[config.mk]
export PLATFORM = sky130hd
export DESIGN_NAME = reset_panel_loss_stop_policy
export DESIGN_NICKNAME = d
export VERILOG_FILES = /design/src/shared/policy_pkg.sv /design/src/rtl/sync2.sv /design/src/rtl/loss_timer.sv /design/src/rtl/reset_panel_loss_stop_policy.sv
export SDC_FILE = /design/constraint.sdc
export NUM_CORES = 1
export LEC_CHECK = 0
export ABC_AREA = 1
export BUFFER_PORTS_ARGS = -buffer_cell sky130_fd_sc_hd__buf_2
export CORE_MARGIN = 5
export CORE_UTILIZATION = 64
export CTS_CLUSTER_SIZE = 28
export DETAILED_ROUTE_END_ITERATION = 6
export PLACE_DENSITY = 0.86
export SLEW_MARGIN = 20
export SYNTH_ARGS = -nofsm -noshare
export SYNTH_HDL_FRONTEND = slang
export SYNTH_SLANG_ARGS = --single-unit
[constraint.sdc]
create_clock -name clk -period 3.7 [get_ports clk]
set_input_delay 0.37 -clock clk [delete_from_list [all_inputs] [get_ports clk]]
set_output_delay 0.37 -clock clk [all_outputs]
set_load 0.03 [all_outputs]
[src/shared/policy_pkg.sv]
// Constants, types and helpers for the reset, panel-loss and stop policy.
// Assumes one 200 MHz clock and a plain byte-wide register port.
// Behaviour
// - Policy accepts 0-3, 14-17; default 14
// - Odd policies: line reset only while tripped
// - Reset while running coasts, clears overload values
// - Panel reset key works only while tripped
// - Loss policies: panel absent over 1s alarms
// - Continue policies: panel loss raises no alarm
// - Panel absent since power-on never alarms
// - Jog with continue policy decelerates on loss
// - Serial link on panel port disables loss
// - Policies 14-17: stop key everywhere, external holds
// - Policies 0-3: no hold, panel-mode stop only
// - Hold refuses restart until its booked source or a line reset clears
// - External panel stop always decelerates, never coasts
// - Non-source panel stop in panel mode holds
// - Automatic source selection prefers the unit
// - Policy writable anytime, survives parameter clear
// - Serial panel mode: built-in stop decelerates
package policy_pkg;

    // Register offsets on the byte port
    localparam logic [3:0] OFS_POLICY = 4'h0;
    localparam logic [3:0] OFS_CTRL = 4'h1;
    localparam logic [3:0] OFS_STATUS = 4'h2;

    // Policy value ranges and reset value
    localparam logic [4:0] POLICY_RESET = 5'h0E;
    localparam logic [4:0] POLICY_STD_TOP = 5'h03;
    localparam logic [4:0] POLICY_ALT_BASE = 5'h0E;
    localparam logic [4:0] POLICY_ALT_TOP = 5'h11;

    // Decoded policy selection bits
    localparam int SEL_TRIP_ONLY = 0;
    localparam int SEL_LOSS = 1;

    // Control register fields
    localparam int CTRL_COAST = 0;
    localparam int CTRL_SRC_AUTO = 1;
    localparam int CTRL_SRC_UNIT = 2;
    localparam logic [7:0] CTRL_RESET = 8'h02;

    // Panel-loss time and clock rate
    localparam int unsigned LOSS_TIME_MS = 1000;
    localparam int unsigned CLK_KHZ = 200000;
    localparam int unsigned LOSS_CYCLES = LOSS_TIME_MS * CLK_KHZ;

    // Operation mode reported by the core
    typedef enum logic [1:0] {MODE_PANEL, MODE_EXT, MODE_NET} op_mode_t;

    // Hold state and whose path clears it
    typedef enum logic [1:0] {HOLD_NONE, HOLD_PANEL, HOLD_UNIT} hold_t;

    // Pin inputs, all asynchronous to clk
    typedef struct packed {
        logic external_reset_input;
        logic forward_start_input;
        logic reverse_start_input;
        logic unit_present;
        logic panel_stop_key;
        logic panel_reset_key;
        logic unit_stop_key;
        logic unit_reset_key;
        logic external_mode_key;
    } pin_in_t;

    // Status from the drive core, same clock
    typedef struct packed {
        logic running;
        logic tripped;
        logic jog_active;
        logic serial_on_panel_port;
        logic comm_reset;
        op_mode_t mode;
    } core_state_t;

    // Commands back to the drive core
    typedef struct packed {
        logic output_shutoff;
        logic decel_stop;
        logic panel_loss_alarm;
        logic panel_stop_hold;
        logic overload_clear;
        logic reset_done;
        logic start_inhibit;
    } policy_out_t;

    // Policy value lies in an accepted range
    function automatic logic policy_legal(input logic [4:0] v);
        return (v <= POLICY_STD_TOP) ||
            (v >= POLICY_ALT_BASE && v <= POLICY_ALT_TOP);
    endfunction

    // Fold 14-17 onto 0-3 selection bits
    function automatic logic [1:0] policy_sel(input logic [4:0] v);
        logic [4:0] d;
        d = (v >= POLICY_ALT_BASE) ? v - POLICY_ALT_BASE : v;
        return d[1:0];
    endfunction

endpackage

[src/rtl/sync2.sv]
// Two-flop synchroniser for a bundle of independent levels.
// Assumes each bit is a slow level; no word coherence is promised.
`timescale 1ns/1ps
module sync2 #(
    parameter int W = 1
) (
    input wire logic clk,
    input wire logic arst_n,
    input wire logic [W-1:0] d,
    output logic [W-1:0] q
);

    // First stage, read only by the second
    logic [W-1:0] meta_reg;

    // Two stages, constants under reset
    always_ff @(posedge clk or negedge arst_n) begin
        if (!arst_n) begin
            meta_reg <= '0;
            q <= '0;
        end else begin
            meta_reg <= d;
            q <= meta_reg;
        end
    end

endmodule

[src/rtl/loss_timer.sv]
// Panel-loss timer: arms once the panel is seen, then times absence.
// Assumes present is already synchronised to clk.
`timescale 1ns/1ps
module loss_timer #(
    parameter int unsigned LIMIT = policy_pkg::LOSS_CYCLES
) (
    input wire logic clk,
    input wire logic arst_n,
    input wire logic present,
    input wire logic enable,
    output logic lost
);

    logic armed_reg; // Panel seen since power-on
    logic armed_next;
    logic [31:0] cnt_reg; // Absence cycles
    logic [31:0] cnt_next;
    logic lost_next;

    // Next counter and flag values
    always_comb begin
        armed_next = armed_reg | present;
        cnt_next = cnt_reg;
        if (present || !enable || !armed_reg) begin
            cnt_next = '0;
        end else if (cnt_reg <= LIMIT) begin
            cnt_next = cnt_reg + 32'h1;
        end
        lost_next = (cnt_next > LIMIT);
    end

    // Register stage
    always_ff @(posedge clk or negedge arst_n) begin
        if (!arst_n) begin
            armed_reg <= 1'b0;
            cnt_reg <= '0;
            lost <= 1'b0;
        end else begin
            armed_reg <= armed_next;
            cnt_reg <= cnt_next;
            lost <= lost_next;
        end
    end

endmodule

[src/rtl/reset_panel_loss_stop_policy.sv]
// Reset acceptance, panel-loss alarm and panel stop hold policy.
// Assumes core status on clk; keys and terminals arrive as raw pins.
//
// Decided for this implementation: the address map and the address-and-strobe port.
`timescale 1ns/1ps
module reset_panel_loss_stop_policy #(
    parameter int unsigned LOSS_LIMIT = policy_pkg::LOSS_CYCLES
) (
    input wire logic clk,
    input wire logic arst_n,
    input wire logic [3:0] addr,
    input wire logic [7:0] wdata,
    input wire logic wr,
    input wire logic rd,
    output logic [7:0] rdata,
    input wire policy_pkg::pin_in_t pins,
    input wire policy_pkg::core_state_t core,
    output policy_pkg::policy_out_t outs
);
    import policy_pkg::*;

    // Synchronised pins and their previous sample
    pin_in_t ps;
    pin_in_t pp_reg;
    pin_in_t rise;
    pin_in_t fall;

    // Software registers
    logic [4:0] policy_reg; // Policy value
    logic [4:0] policy_next;
    logic [7:0] ctrl_reg; // Source and stop-method control
    logic [7:0] ctrl_next;
    logic [7:0] rdata_next;

    // Policy state
    hold_t hold_reg;
    hold_t hold_next;
    op_mode_t mode_reg; // Previous core mode
    logic alarm_reg;
    logic alarm_next;
    policy_out_t outs_next;

    // Decoded policy and events
    logic [1:0] sel;
    logic trip_only;
    logic loss_sel;
    logic stop_any;
    logic line_rst;
    logic key_rst;
    logic reset_acc;
    logic detect_en;
    logic lost;
    logic unit_src;
    logic pstop;
    logic ustop;
    logic src_stop;
    logic other_stop;
    logic starts_off;
    logic decel;
    logic hold_set;
    hold_t hold_who;

    // Pin synchroniser
    sync2 #(
        .W($bits(pin_in_t))
    ) u_sync (
        .clk(clk),
        .arst_n(arst_n),
        .d(pins),
        .q(ps)
    );

    // Absence timer
    loss_timer #(
        .LIMIT(LOSS_LIMIT)
    ) u_loss (
        .clk(clk),
        .arst_n(arst_n),
        .present(ps.unit_present),
        .enable(detect_en),
        .lost(lost)
    );

    // Edges, policy decode and stop sources
    always_comb begin
        rise = pin_in_t'(ps & ~pp_reg);
        fall = pin_in_t'(~ps & pp_reg);
        sel = policy_sel(policy_reg);
        trip_only = sel[SEL_TRIP_ONLY];
        loss_sel = sel[SEL_LOSS];
        stop_any = (policy_reg >= POLICY_ALT_BASE);
        // Line reset from terminal or communication
        line_rst = rise.external_reset_input | core.comm_reset;
        key_rst = rise.panel_reset_key | rise.unit_reset_key;
        reset_acc = (line_rst & (~trip_only | core.tripped))
            | (key_rst & core.tripped);
        // Serial link on the panel port masks loss detection
        detect_en = loss_sel & ~core.serial_on_panel_port;
        // Automatic selection lets a present unit win
        if (ctrl_reg[CTRL_SRC_AUTO]) begin
            unit_src = ps.unit_present;
        end else begin
            unit_src = ctrl_reg[CTRL_SRC_UNIT];
        end
        pstop = rise.panel_stop_key;
        ustop = rise.unit_stop_key & ps.unit_present;
        src_stop = unit_src ? ustop : pstop;
        other_stop = unit_src ? pstop : ustop;
        starts_off = ~ps.forward_start_input & ~ps.reverse_start_input;
    end

    // Stop decisions
    always_comb begin
        decel = 1'b0;
        hold_set = 1'b0;
        hold_who = HOLD_NONE;
        if (core.mode == MODE_PANEL) begin
            // Any panel stop decelerates in panel mode
            decel = src_stop | other_stop;
            if (other_stop && stop_any) begin
                // Booked to the selected source, panel or unit, whose path clears it
                hold_set = 1'b1;
                hold_who = unit_src ? HOLD_UNIT : HOLD_PANEL;
            end
        end else if (stop_any && (pstop || ustop)) begin
            // Decelerate even when coasting is selected
            decel = 1'b1;
            if (core.mode == MODE_EXT) begin
                hold_set = 1'b1;
                hold_who = ustop ? HOLD_UNIT : HOLD_PANEL;
            end
        end
        // Jog under a continue policy stops when the panel leaves
        if (core.jog_active && !loss_sel && fall.unit_present) begin
            decel = 1'b1;
        end
    end

    // Hold state machine
    always_comb begin
        hold_next = hold_reg;
        case (hold_reg)
            HOLD_NONE: begin
                hold_next = HOLD_NONE;
            end
            HOLD_PANEL: begin
                // Entering panel mode with starts off clears it
                if (core.mode == MODE_PANEL && mode_reg != MODE_PANEL
                    && starts_off) begin
                    hold_next = HOLD_NONE;
                end
            end
            HOLD_UNIT: begin
                // External key or entering external mode clears it
                if ((rise.external_mode_key && starts_off) ||
                    (core.mode == MODE_EXT && mode_reg != MODE_EXT)) begin
                    hold_next = HOLD_NONE;
                end
            end
            default: begin
                hold_next = HOLD_NONE;
            end
        endcase
        if (reset_acc && line_rst) begin
            hold_next = HOLD_NONE;
        end
        // A new stop wins over any clear
        if (hold_set) begin
            hold_next = hold_who;
        end
    end

    // Alarm and outputs
    always_comb begin
        // Latched loss, set wins over reset clear
        alarm_next = (lost & detect_en)
            | (alarm_reg & ~reset_acc);
        outs_next.panel_loss_alarm = alarm_next;
        outs_next.output_shutoff = alarm_next
            | (reset_acc & core.running);
        outs_next.overload_clear = reset_acc;
        outs_next.reset_done = reset_acc;
        outs_next.decel_stop = decel;
        outs_next.panel_stop_hold = (hold_next != HOLD_NONE);
        outs_next.start_inhibit = (hold_next != HOLD_NONE)
            | alarm_next;
    end

    // Register port: writes and one-cycle read data
    always_comb begin
        policy_next = policy_reg;
        ctrl_next = ctrl_reg;
        rdata_next = 8'h00;
        if (wr) begin
            // Policy writable at any time; only legal values stick
            if (addr == OFS_POLICY && policy_legal(wdata[4:0])
                && wdata[7:5] == 3'h0) begin
                policy_next = wdata[4:0];
            end else if (addr == OFS_CTRL) begin
                ctrl_next = {5'h00, wdata[2:0]};
            end
        end
        if (rd) begin
            if (addr == OFS_POLICY) begin
                rdata_next = {3'h0, policy_reg};
            end else if (addr == OFS_CTRL) begin
                rdata_next = ctrl_reg;
            end else if (addr == OFS_STATUS) begin
                rdata_next = {2'h0, unit_src, ps.unit_present,
                    lost, hold_reg, alarm_reg};
            end else begin
                rdata_next = 8'h00;
            end
        end
    end

    // Register stage for every group
    always_ff @(posedge clk or negedge arst_n) begin
        if (!arst_n) begin
            pp_reg <= '0;
            policy_reg <= POLICY_RESET;
            ctrl_reg <= CTRL_RESET;
            rdata <= 8'h00;
            hold_reg <= HOLD_NONE;
            mode_reg <= MODE_PANEL;
            alarm_reg <= 1'b0;
            outs <= '0;
        end else begin
            pp_reg <= ps;
            policy_reg <= policy_next;
            ctrl_reg <= ctrl_next;
            rdata <= rdata_next;
            hold_reg <= hold_next;
            mode_reg <= core.mode;
            alarm_reg <= alarm_next;
            outs <= outs_next;
        end
    end
endmodule

# Word level (Yosys, flattened, before mapping)
# Cells that the tools add are included.
# Widths: inputs -> output; s select.
[op_classes]
n_addsub = 2
magnitude_cmp = 6
n_eq_ne = 6
muxes = 28
bitwise_logic = 27
reduce_logical = 27
[op_table]
columns = ["operator", "n"]
rows = [
  ["$mux 32", 2],
  ["$add 32x1->32 const B", 1],
  ["$gt 32x28->1 const B", 1],
  ["$le 32x28->1 const B", 1],
  ["$mux 6", 4],
  ["$mux 2", 11],
  ["$logic_and 1x1->1", 12],
  ["$ge 5x4->1 const B", 2],
  ["$mux 1", 10],
  ["$and 9x9->9", 1],
  ["$not 9->9", 1],
  ["$or 1x1->1", 9],
  ["$and 1x1->1", 8],
  ["$and 6x6->6", 1],
  ["$not 1->1", 6],
  ["$not 6->6", 1],
  ["$le 5x2->1 const B", 1],
  ["$le 5x5->1 const B", 1],
  ["$logic_or 1x1->1", 5],
  ["$eq 2x1->1 const B", 2],
  ["$eq 4x1->1 const B", 1],
  ["$eq 4x2->1 const B", 1],
  ["$logic_not 4->1", 1],
  ["$pmux 2 s2", 1],
  ["other kinds (9)", 12],
]
[word_totals]
reg_bits = 87
out_inout_bits = 15
wordCells = 121

# Longest topological paths before layout
# Gate-level depths: netlist (run 1).
[logic_depth]
word_depth = 11
ltp_mapped = 19
ltp_nobuf = 18

# By module
# Synthesis (run 1) repeated with hierarchy kept, for this count alone.
[unflattened]
cells_unflattened = 649
area_unflattened_um2 = 4657.0
[modules_own_cells]
columns = ["module", "instances", "cells_per_inst", "area_per_inst_um2", "seq_area_each_um2"]
rows = [
  ["loss_timer", 1, 451, 2718.9, 850.8],
  ["reset_panel_loss_stop_policy", 1, 180, 1487.7, 780.7],
  ["sync2", 1, 18, 450.4, 450.4],
]

# Worst setup path before layout (run 1)
# OpenSTA, ideal clock, no wires.
[synth_path]
kind = "register to register"
startpoint = "register policy_reg[1]"
endpoint = "register u_loss.lost"
setup_ps = 120
t_arrival_ps = 1981
required_time_ps = 3580
path_slack_ps = 1599
stages_incl_launch_ff = 14
n_path_buf = 1
synth_period_minus_slack_ps = 2101
cell_sequence = "dfstp_2 nand3_1 nand2_1 xor2_1 nand2_1 nor3_4 buf_4 nand3_1 nor2_1 nand2_1 nor2_1 nand2_1 nor2_1 a21oi_1"
[synth_between]
elab_chain_len = 8
[synth_lines]
columns = ["item", "line", "rtl"]
rows = [
  ["start: declaration", "reset_panel_loss_stop_policy.sv:29", "logic [4:0] policy_reg;"],
  ["start signal: assignment", "reset_panel_loss_stop_policy.sv:230", "policy_reg <= policy_next;"],
  ["$ge 5x4->1 or $sub 2x2->2 (tied branches)", "policy_pkg.sv:98", "d = (v >= POLICY_ALT_BASE) ? v - POLICY_ALT_BASE : v;"],
  ["$mux 2 *", "policy_pkg.sv:98", ""],
  ["$and 1x1->1 *", "reset_panel_loss_stop_policy.sv:98", "detect_en = loss_sel & ~core.serial_on_panel_port;"],
  ["$logic_not 1->1 *", "loss_timer.sv:24", "if (present || !enable || !armed_reg) begin"],
  ["$logic_or 1x1->1 * (2 in series)", "loss_timer.sv:24", ""],
  ["$mux 32 *", "loss_timer.sv:24", ""],
  ["$gt 32x28->1 *", "loss_timer.sv:29", "lost_next = (cnt_next > LIMIT);"],
  ["named net u_loss.lost_next", "loss_timer.sv:18", "logic lost_next;"],
  ["end signal: assignment", "loss_timer.sv:41", "lost <= lost_next;"],
  ["end: declaration", "loss_timer.sv:11", "output logic lost"],
]
# Mark *: on every way through the listed nets, which the timed path passes. The rest lies on a longest branch.
# A chain may end at the register's enable or synchronous reset.

# Worst setup path after layout (run 1)
[layout_path]
startpoint = "register u_loss.cnt_reg[18]"
endpoint = "register u_loss.lost"
[layout_between]
elab_chain_len = 4
[layout_lines]
columns = ["item", "line", "rtl"]
rows = [
  ["start: declaration", "loss_timer.sv:16", "logic [31:0] cnt_reg;"],
  ["start signal: assignment", "loss_timer.sv:40", "cnt_reg <= cnt_next;"],
  ["$add 32x1->32 or $le 32x28->1 (tied branches)", "loss_timer.sv:27, loss_timer.sv:26", ""],
  ["$mux 32 *", "loss_timer.sv:26", "end else if (cnt_reg <= LIMIT) begin"],
  ["$mux 32 *", "loss_timer.sv:24", ""],
  ["$gt 32x28->1 *", "loss_timer.sv:29", ""],
  ["named net u_loss.lost_next", "loss_timer.sv:18", ""],
]
# Marks and branches as above.

==> results of run 1 <==
[per-layer routing]
| layer | wire (um) | up-vias | GRT usage [%] |
|---|---|---|---|
| li1 | - | 2047 | - |
| met1 | 4650 | 1918 | 32.8 |
| met2 | 5110 | 186 | 42.3 |
| met3 | 896 | 27 | 6.81 |
| met4 | 281 | 0 | 9.75 |
| met5 | 0 | - | 0 |
[layout by cell type, fill, tap and decap left out]
cell and count:
clkinv_1 1, o2111ai_1 1, o22ai_1 4, clkinv_2 1
nand2_1 193, nand3_1 62, ha_1 4, nor2_1 104
a211oi_1 1, buf_6 1, inv_6 2, nand3b_1 3
dfstp_2 4, xnor2_1 1, clkbuf_1 1, nor3_4 1
nand2_2 2, buf_2 43, buf_4 2, dfrtp_1 79
o41ai_1 1, inv_2 2, a21oi_1 9, conb_1 2
a32o_1 1, inv_1 102, o221ai_1 2, o211ai_1 2
xor2_1 14, a21oi_2 2, nand3b_2 1, bufinv_16 2
o32ai_1 1, o21ai_0 22, nor2_2 2, clkbuf_8 10
nor3_1 3
[final timing paths]
kind / start / endpoint / slack, ps
min in group clk: pins[8] / u_sync.meta_reg[8] / 110
hold reg to reg: u_sync.meta_reg[3] / u_sync.q[3] / 350
max in group asynchronous: arst_n / u_loss.cnt_reg[21] / 3140
hold / removal: arst_n / u_loss.cnt_reg[6] / 30
setup reg to reg: u_loss.cnt_reg[18] / u_loss.lost / 610
setup / recovery: u_loss.cnt_reg[18] / u_loss.lost / 610
[worst max-delay path: stages, from the launching register on]
cell,delay (ps)
dfrtp_1,450
inv_1,100
nand2_1,60
nor2_1,100
nand2_1,80
nor2_2,140
nand2_1,80
nand2_2,390
nand2_2,490
o21ai_0,350
o21ai_0,140
inv_1,90
nor2_1,40
nor2_1,240
nand2_1,100
a21oi_1,140
[synthesized netlist by cell type, types with 3 or more instances]
| library cell | instances | area (sq um) |
|---|---|---|
| buf_4 | 5 | 37.5 |
| nand3_1 | 62 | 310 |
| inv_1 | 102 | 383 |
| o21ai_0 | 22 | 110 |
| o22ai_1 | 4 | 25.0 |
| dfrtp_1 | 79 | 1980 |
| nor3_1 | 3 | 15.0 |
| a21oi_1 | 9 | 45.0 |
| xor2_1 | 14 | 123 |
| nor2_1 | 104 | 390 |
| ha_1 | 4 | 50.1 |
| buf_2 | 6 | 30.0 |
| nand2_1 | 193 | 724 |
| nand3b_1 | 3 | 22.5 |
| dfstp_2 | 4 | 105 |
[power groups by stage]
| stage | registers [uW] | clock network [uW] | logic (uW) |
|---|---|---|---|
| floorplan | 975 | 0 | 50.5 |
| global placement | 968 | 0 | 105 |
| detailed placement | 971 | 0 | 109 |
| CTS | 953 | 745 | 111 |
| global route | 956 | 775 | 125 |
| finish | 953 | 736 | 110 |
[through the flow]
step	total power [uW]	cells	util [%]
after floorplan	1020	640	-
after global placement	1070	768	70.1
after detailed placement	1080	768	70.1
after CTS	1810	784	73.3
after global routing	1860	784	73.4
final	1800	784	73.4
[cells by family (layout without fill, tap and decap cells)]
logic type	Yosys count	count (layout)	share of synthesized area, %
and+or+nand+nor	371	371	33.3
buffers and inverters	119	167	10.7
DFF	83	83	45.8
AOI/OAI and AO/OA	46	46	6.03
xor gates and xnor gates	15	15	2.89
adders and majority gates	4	4	1.10
other	1	2	0.0825
[cell type report]
class | instances | area [sq um] | share of cell area [%]
Inverter | 105 | 394 | 7.82
Timing Repair Buffer | 46 | 241 | 4.79
Clock buffer | 11 | 141 | 2.81
Clock inverter | 5 | 82.6 | 1.64
Sequential cell | 83 | 2080 | 41.3
Tap cell | 96 | 120 | 2.38
Multi-Input combinational cell | 438 | 1980 | 39.3
==> results by group, run 1 <==
Timing
  – Part of the cycle the worst path needs: a little over four fifths
  – Fin crit period: 3090 ps
  – Max Clock Skew: 18.6 ps
  – Finish-stage setup viols: 0
  – Sum Neg Setup Slack: 0 ps
  – Hold violation count in the final report: 0
  – Max Fclk: 324 MHz
  – Max-slew headroom: between 50% and 60%
  – Final WS setup: 613 ps
  – Worst Tran Pin Value: between 700 and 800 ps
  – RSZ-0062 raised after global routing: no
  – Max Slew Vio Count: 0
  – Hold Slack: 32.2 ps

Detailed routing
  – Routed Wire Length: between 10000 and 15000 um
  – Vias per std cell: 5.33
  – Remaining DRCs: 4
  – 1st-iter DRT viols: roughly 370
  – Drt pass-1 iters: 7
  – Wire per inst: 13.9 um
  – Via count: approximately 4200
  – Detail Route Antenna Nets: 0

Yosys
  – Synthesized area: 4540 sq um
  – Sequential area share after synthesis: 45.8%
  – Distinct cells, synth: 33
  – Number of synthesized flops with an enable pin: 0
  – Yosys reg bits: slightly above 80
  – Avg Cell Area, Syn: 7.11 sq um
  – Ys async rst share: 100%
  – Top_reg_cell synth: dfrtp_1
  – Synth warn: 0
  – Syn Inst Count: between 600 and 700

Place
  – Routability cong.: 1.04
  – Placed instance area: just under 5000 sq um
  – I/O Buffers: 44
  – DP Worst Slack: 711 ps
  – Post-DP HPWL: between 8000 and 9000 um

Outcome
  – Outcome: complete, but fails checks
  – Failing checks: design-rule violations

Run
  – Maximum capacitance violations: 0

Clocking
  – Root buf cell: clkbuf_8
  – CTS sink cnt: 83
  – Clk slew on worst S/H paths: 90 ps
  – CTS Buffer Depth: 2
  – CTS H-Tree Depth: 3
  – Post-CTS Setup Bufs: 0
  – Cts repair resizes: 0
  – Post-CTS Hold Fix Bufs: 0
  – Clock latency on the worst-skew pair: 360 ps
  – Num CTS Buffers: 9
  – TritonCTS clock tree: done

GRT
  – Antenna violations before repair: 0
  – First-pass GRT wire length: 17600 um
  – Largest net degree at the start of global routing: 84
  – GRT overflow: 0
  – Total GRT Usage: 25.8%
  – Vias in the first global route: 3907

Layout
  – Max FFs per register: 32
  – Filler cells: 546
  – Area Growth Syn to Fin: 10.9%
  – Layout cells sized above 1: 10.9%
  – Antenna fix cells: 0
  – Final nets: 719
  – Post-route cell area: roughly 5000 sq um

Power and ir drop
  – Share of power burned in registers: 53.0%
  – P per Cell Area: 357 nW/um^2
  – Combinational Power Share: under 10%
  – Pleak: 0.00264 uW
  – Net switching power: 426 uW
  – Internal cell power: between 1000 and 1500 uW
  – Clk pwr share: 40.9%
  – Sw Share: 23.7%
  – Peak supply drop: 0.261 mV

Critical path
  – CP endpoint kind: flop
  – Critical path arrival: 3370 ps
  – Maximum fanout along the worst path: 32
  – Worst Setup Path Type: flop to flop
  – CP startpoint kind: flop
  – Worst path required time: 3980 ps
  – R2R depth: 15

Floorplanning
  – Die area: a little under 9000 sq um
  – Chip height: between 90 and 100 um
  – Initial core utilization: 66.2%
  – Chip width: 94.3 um
  – Core area: 6870 sq um
  – Std-Cell Rows: 30
  – Io pins: between 40 and 50

Min path
  – Hold WC Path Type: input port to asynchronous set/reset pin
Note: power is estimated with default switching activity, not from simulation.
==> inputs of run 2 (changes only) <==
Settings changed: CORE_UTILIZATION 64 to 59, PLACE_DENSITY 0.86 to 0.8.
Clock period 3.7 ns to 3.2 ns, I/O delays scaled along.
==> run 2 against run 1 <==
  * The run ends with negative hold slack left
  * Sequential share of layout area up 0.093 points
  * Critical path depth increased by 1
  * Via count decreased by 2.1%
  * Die area up 7.6%
  * Worst setup slack lost 8.9 ps
  * Final cell count rose by 1.1%
  * Hold slack worse by 51 ps
  * Total power increased by 7.8%
  * Maximum frequency rose by 19%
  * Clock-buffer cell count is 2 lower
  * Largest power group unchanged
==> results by group, run 2 (synthesis gave the netlist of run 1 again) <==
Floorplanning
  – Die area: 9560 sq um (+7.6%)
  – Initial core utilization: 59.7% (-6.4 points)
  – Chip width: 97.8 um (+3.7%)
  – Io pins: 47 (unchanged)
  – Chip height: 97.8 um (+3.7%)
  – Core area: 7610 sq um (+11%)
  – Std-Cell Rows: 32 (+6.7%)

Clocking
  – Root buf cell: clkbuf_8
  – Cts repair resizes: 0 (unchanged)
  – Post-CTS Hold Fix Bufs: 0 (unchanged)
  – CTS sink cnt: 83 (unchanged)
  – Clock latency on the worst-skew pair: 360 ps (about the same)
  – Post-CTS Setup Bufs: 0 (unchanged)
  – Num CTS Buffers: 9 (unchanged)
  – CTS Buffer Depth: 2 (unchanged)
  – CTS H-Tree Depth: 3 (unchanged)
  – TritonCTS clock tree: done
  – Clk slew on worst S/H paths: 90 ps (about the same)

Place
  – Post-DP HPWL: 8030 um (-0.70%)
  – Routability cong.: 0.991 (-5.0%)
  – I/O Buffers: 44 (unchanged)
  – Inst Count DP: 777 (+1.2%)

Layout
  – Most common cell after layout, fill and taps aside: nand2_1
  – Max FFs per register: 32 (unchanged)
  – Final nets: 722 (+0.42%)
  – Most frequent cells in the layout: nand2_1, nor2_1, inv_1
  – Filler cells: 660 (+21%)
  – Layout Cells excl Fill: 793 (+1.1%)
  – Sequential Area: 2080 sq um (unchanged)
  – Area of the multi-input gates: 1980 sq um (unchanged)
  – Antenna fix cells: 0 (unchanged)
  – Area Growth Syn to Fin: 10.7%
  – Layout cells sized above 1: 11.4% (+0.53 points)

GRT
  – GRT overflow: 0 (unchanged)
  – Total GRT Usage: 23.5% (-2.4 points)
  – First-pass GRT wire length: 18500 um (+4.9%)
  – Largest net degree at the start of global routing: 84 (unchanged)
  – Vias in the first global route: 4175 (+6.9%)
  – Antenna violations before repair: 0 (unchanged)

Critical path
  – FF-to-FF End: u_loss.lost
  – R2r startpoint: u_loss.cnt_reg[26]
  – CP startpoint kind: flop
  – CP endpoint kind: flop
  – Critical Path Source: u_loss.cnt_reg[26]
  – R2R depth: 16 (+1)
  – Maximum fanout along the worst path: 32 (unchanged)
  – Critical path arrival: 2850 ps (-520 ps)
  – R2r setup slk: 600 ps (about the same)
  – Worst path required time: 3450 ps (-530 ps)
  – Worst Setup Path Type: flop to flop

Timing
  – Fin crit period: 2600 ps (-491 ps)
  – Max Slew Vio Count: 0 (unchanged)
  – Max Clock Skew: 8.31 ps (-10.3 ps)
  – RSZ-0062 raised after global routing: no
  – Max-slew headroom: 52.0% (+1.6 points)
  – Hold violation count in the final report: 10 (+10)
  – Max Fclk: 385 MHz (+19%)
  – Worst Tran Pin Value: 719 ps (-23.4 ps)
  – Finish-stage setup viols: 0 (unchanged)
  – Hold Slack: -18.7 ps (-51.0 ps)
  – Part of the cycle the worst path needs: 81.1% (-2.3 points)
  – Sum Neg Setup Slack: 0 ps (unchanged)

Detailed routing
  – Remaining DRCs: 0 (-4)
  – M1 WL: 4440 um (-4.6%)
  – Wire per inst: 13.6 um (-2.8%)
  – Detail Route Antenna Nets: 0 (unchanged)
  – Top Layer Used: met4
  – Via count: 4091 (-2.1%)
  – Drt pass-1 iters: 5 (-2)
  – 1st-iter DRT viols: 364 (-0.82%)
  – Vias per std cell: 5.16 (-3.2%)
  – DR WL met3: 767 um (-14%)
  – Routed Wire Length: 10800 um (-1.6%)
  – WL met2: 5270 um (+3.2%)

Run
  – Maximum capacitance violations: 0 (unchanged)

Outcome
  – Failing checks: negative hold slack
  – Outcome: complete, but fails checks

Power and ir drop
  – Peak supply drop: 0.227 mV (-13%)
  – Pleak: 0.00263 uW (-0.27%)
  – P per Cell Area: 386 nW/um^2 (+8.1%)

Min path
  – Hold WC Path Type: input port to asynchronous set/reset pin
run 2: cell count changes in the layout (fill, tap and decap cells not counted), sizes merged:
| cell | previous run | this run |
|---|---|---|
| clkbuf | 11 | 9 |
| clkinvlp | 0 | 1 |
| inv | 106 | 107 |
| clkinv | 2 | 4 |
| buf | 46 | 49 |
| bufinv | 2 | 0 |
run 2: critical path, cell delays in order, from the launching register on:
cell,delay (ps)
dfrtp_1,440
inv_2,80
nand2_1,70
nor2_1,140
nand2_1,80
nor2_2,180
nand2_1,100
nand2_2,100
nand2_2,340
nand2_1,150
o21ai_0,100
o21ai_0,290
nand2_1,80
nor2_1,120
nand2_1,80
nor2_1,90
a21oi_1,50
run 2: routing by layer:
metal  track usage, %  vias to the layer above
li1                 -                     2040
met1             29.1                     1859
met2             40.0                      163
met3             4.36                       29
met4             10.5                        0
met5                0                        -
run 2: where the power goes:
group / switching, uW / internal (uW)
clock network: 417 / 294
logic: 87.9 / 38.6
registers: 18.1 / 1080
run 2: metrics by stage:
stage          util [%]  area (sq um)  setup WS, ps  hold slack, ps  power [uW]
6_report           66.1          5030           604           -18.7        1940
3_5_place_dp       63.7          4840           671             336        1250
5_1_grt            66.1          5030           254            44.5        2030
3_3_place_gp       63.7          4840           745             333        1240
2_1_floorplan         -          4550          1100            24.4        1190
4_1_cts            66.1          5020           656            48.8        1960
run 2: worst max path at each step:
stage / endpoint / slack [ps] / cells after the start
finish: u_loss.lost / 600 / 16
global route: u_loss.lost / 250 / 16
CTS: u_loss.lost / 660 / 16
detailed placement: u_loss.lost / 670 / 16
global placement: u_loss.lost / 740 / 17
floorplan: u_loss.lost / 1100 / 13
run 2: area by class of cell:
cell class / count / share of cell area, %
Inverter: 105 / 7.84
Sequential cell: 83 / 41.4
Multi-Input combinational cell: 438 / 39.3
Clock inverter: 7 / 1.17
Clock buffer: 9 / 2.46
Timing Repair Buffer: 49 / 5.25
Tap cell: 102 / 2.54
==> inputs of run 3 (changes only) <==
Clock period 3.2 ns to 2.72 ns, I/O delays scaled along.
==> run 3 against run 2 <==
  * The run still ends with negative hold slack left
  * Die area is the same
  * Clock skew up 12 ps
  * Sequential power grew 18%
  * Wire length increased by 2.9%
  * Combinational power rose by 23%
  * Clock power increased by 15%
  * Highest routed layer unchanged
==> results by group, run 3 (synthesis gave the netlist of run 1 again) <==
Outcome
  – Outcome: complete, but fails checks
  – Failing checks: negative hold slack

GRT
  – Antenna violations before repair: 0 (unchanged)
  – Vias in the first global route: 4044 (-3.1%)
  – Largest net degree at the start of global routing: 84 (unchanged)
  – GR Util met3: 4.71% (+0.36 points)
  – Met1 Use GR: 31.2% (+2.1 points)
  – Total GRT Usage: 24.2% (+0.71 points)
  – GR peak layer: met2
  – First-pass GRT wire length: 18800 um (+1.7%)
  – Met2 usage: 41.0% (+1.1 points)
  – GRT overflow: 0 (unchanged)

Critical path
  – Worst path required time: 3010 ps (-440 ps)
  – Worst Setup Path Type: flop to flop
  – R2R depth: 14 (-2)
  – Critical Path Source: policy_reg[1]
  – Most common cell on crit path: nand2_1
  – CP Cell Sequence: nand3_1, nand2_1, xor2_1, nand2_1, nor3_4, buf_12, inv_2, nor2_2, nand2_1, nor2_1, nand2_1, nor2_1, nand2_1, a21oi_1
  – Max stage delay on crit path: 590 ps (+150 ps)
  – Maximum fanout along the worst path: 28 (-13%)
  – CP startpoint kind: flop
  – R2r startpoint: policy_reg[1]
  – CP endpoint kind: flop
  – R2r setup slk: 260 ps (-350 ps)
  – FF-to-FF End: u_loss.lost
  – Critical path arrival: 2750 ps (-100 ps)
  – CP max stage cell: dfstp_2

Layout
  – Post-route cell area: 5070 sq um (+0.77%)
  – Layout cells sized above 1: 11.4% (-0.049 points)
  – Antenna fix cells: 0 (unchanged)
  – Final nets: 725 (+0.42%)
  – Most frequent cells in the layout: nand2_1, nor2_1, inv_1
  – Most common cell after layout, fill and taps aside: nand2_1
  – Max FFs per register: 32 (unchanged)
  – Area Growth Syn to Fin: 11.5%
  – Layout Cells excl Fill: 796 (+0.38%)

Clocking
  – Clock latency on the worst-skew pair: 370 ps (about the same)
  – Root buf cell: clkbuf_8
  – CTS H-Tree Depth: 3 (unchanged)
  – CTS Buffer Depth: 2 (unchanged)
  – Clk slew on worst S/H paths: 100 ps (about the same)
  – CTS sink cnt: 83 (unchanged)
  – TritonCTS clock tree: done
  – Num CTS Buffers: 9 (unchanged)

Power and ir drop
  – Pwr Total: 2270 uW (+17%)
  – P per Cell Area: 448 nW/um^2 (+16%)
  – Peak supply drop: 0.259 mV (+14%)
  – Pleak: 0.00264 uW (+0.19%)

Detailed routing
  – Wire per inst: 13.9 um (+2.5%)
  – Detail Route Antenna Nets: 0 (unchanged)
  – 1st-iter DRT viols: 276 (-24%)
  – Drt pass-1 iters: 5 (unchanged)
  – Via count: 4146 (+1.3%)
  – Routed Wire Length: 11100 um (+2.9%)
  – Remaining DRCs: 0 (unchanged)
  – Vias per std cell: 5.21 (+0.96%)

Place
  – Post-DP HPWL: 8190 um (+2.0%)
  – I/O Buffers: 44 (unchanged)
  – Routability cong.: 0.945 (-4.7%)
  – Placed instance area: 4860 sq um (+0.41%)
  – DP Worst Slack: 179 ps (-492 ps)
  – Inst Count DP: 778 (+0.13%)

Timing
  – Max Fclk: 406 MHz (+5.4%)
  – Finish-stage setup viols: 0 (unchanged)
  – Hold violation count in the final report: 79 (+69)
  – Fin crit period: 2460 ps (-132 ps)
  – Worst Tran Pin Value: 742 ps (+22.3 ps)
  – Max-slew headroom: 50.6% (-1.5 points)
  – Final WS setup: 257 ps (-348 ps)
  – Max Slew Vio Count: 0 (unchanged)
  – RSZ-0062 raised after global routing: no
  – Sum Neg Setup Slack: 0 ps (unchanged)
  – Part of the cycle the worst path needs: 90.6% (+9.5 points)
  – Max Clock Skew: 20.6 ps (+12.3 ps)
  – Hold Slack: -61.3 ps (-42.5 ps)

Run
  – Maximum capacitance violations: 0 (unchanged)

Floorplanning
  – Std-Cell Rows: 32 (unchanged)
  – Initial core utilization: 59.7% (unchanged)
  – Die area: 9560 sq um (unchanged)
  – Chip height: 97.8 um (unchanged)
  – Core area: 7610 sq um (unchanged)
  – Chip width: 97.8 um (unchanged)
  – Io pins: 47 (unchanged)

Min path
  – Hold WC Path Type: input port to asynchronous set/reset pin
run 3: cell types whose count changed in the layout (fill, tap and decap cells not counted):
cell	before	now
dlygate4sd3_1	0	2
clkinv_2	1	0
nand2_4	0	1
nand2_2	2	1
o21ai_0	22	21
clkinv_4	2	1
o21ai_1	0	1
clkinvlp_4	1	3
inv_8	1	0
buf_12	0	1
clkbuf_1	0	1
run 3: stage by stage:
step / hold slack (ps) / utilization, %
6_report: -61.3 / 66.6
2_1_floorplan: -23.6 / -
3_5_place_dp: 336 / 63.9
4_1_cts: 1.29 / 66.5
5_1_grt: 0.917 / 66.6
3_3_place_gp: 332 / 63.9
run 3: layer usage:
layer,part of all wire [%],vias to the layer above
met5,0,-
met4,1.8,0
met3,6.7,22
met2,49,141
met1,43,1924
li1,-,2059
run 3: how the worst max path moves through the flow:
stage                              to  slack (ps)  depth (start not counted)
final                     u_loss.lost         260                         14
after global routing      u_loss.lost          20                         17
after CTS                 u_loss.lost         160                         16
after detailed placement  u_loss.lost         180                         16
after global placement    u_loss.lost         220                         16
after floorplan           u_loss.lost         620                         13
run 3: area by class of cell:
type                    count  area [sq um]
clock inverters             6          48.8
clock buffers              10           128
fillers                   672          2540
inverters                 105           394
repair buffers             52           304
flip-flops and latches     83          2080
well taps                 102           128
multi-input cells         438          1980
run 3: critical path, delay by kind of cell, from the launching register on:
family | cells | cell delay [ps]
AOI/OAI and AO/OA | 1 | 130
xor gates and xnor gates | 1 | 200
buffers and inverters | 2 | 340
DFF | 1 | 590
and+or+nand+nor | 10 | 1130
run 3: repair_timing:
| action | CTS | global route |
|---|---|---|
| endpoints found under the setup margin | 0 | 1 |
| endpoints found under the hold margin | 2 | 0 |
| gates resized for setup | 0 | 2 |
| hold buffers | 2 | 0 |
| buffers inserted | 0 | 0 |
run 3: report_power, final:
| part | internal, uW | switching, uW |
|---|---|---|
| Clock | 340 | 476 |
| Sequential | 1280 | 22.7 |
| Combinational | 47.9 | 108 |
| Total | 1660 | 607 |
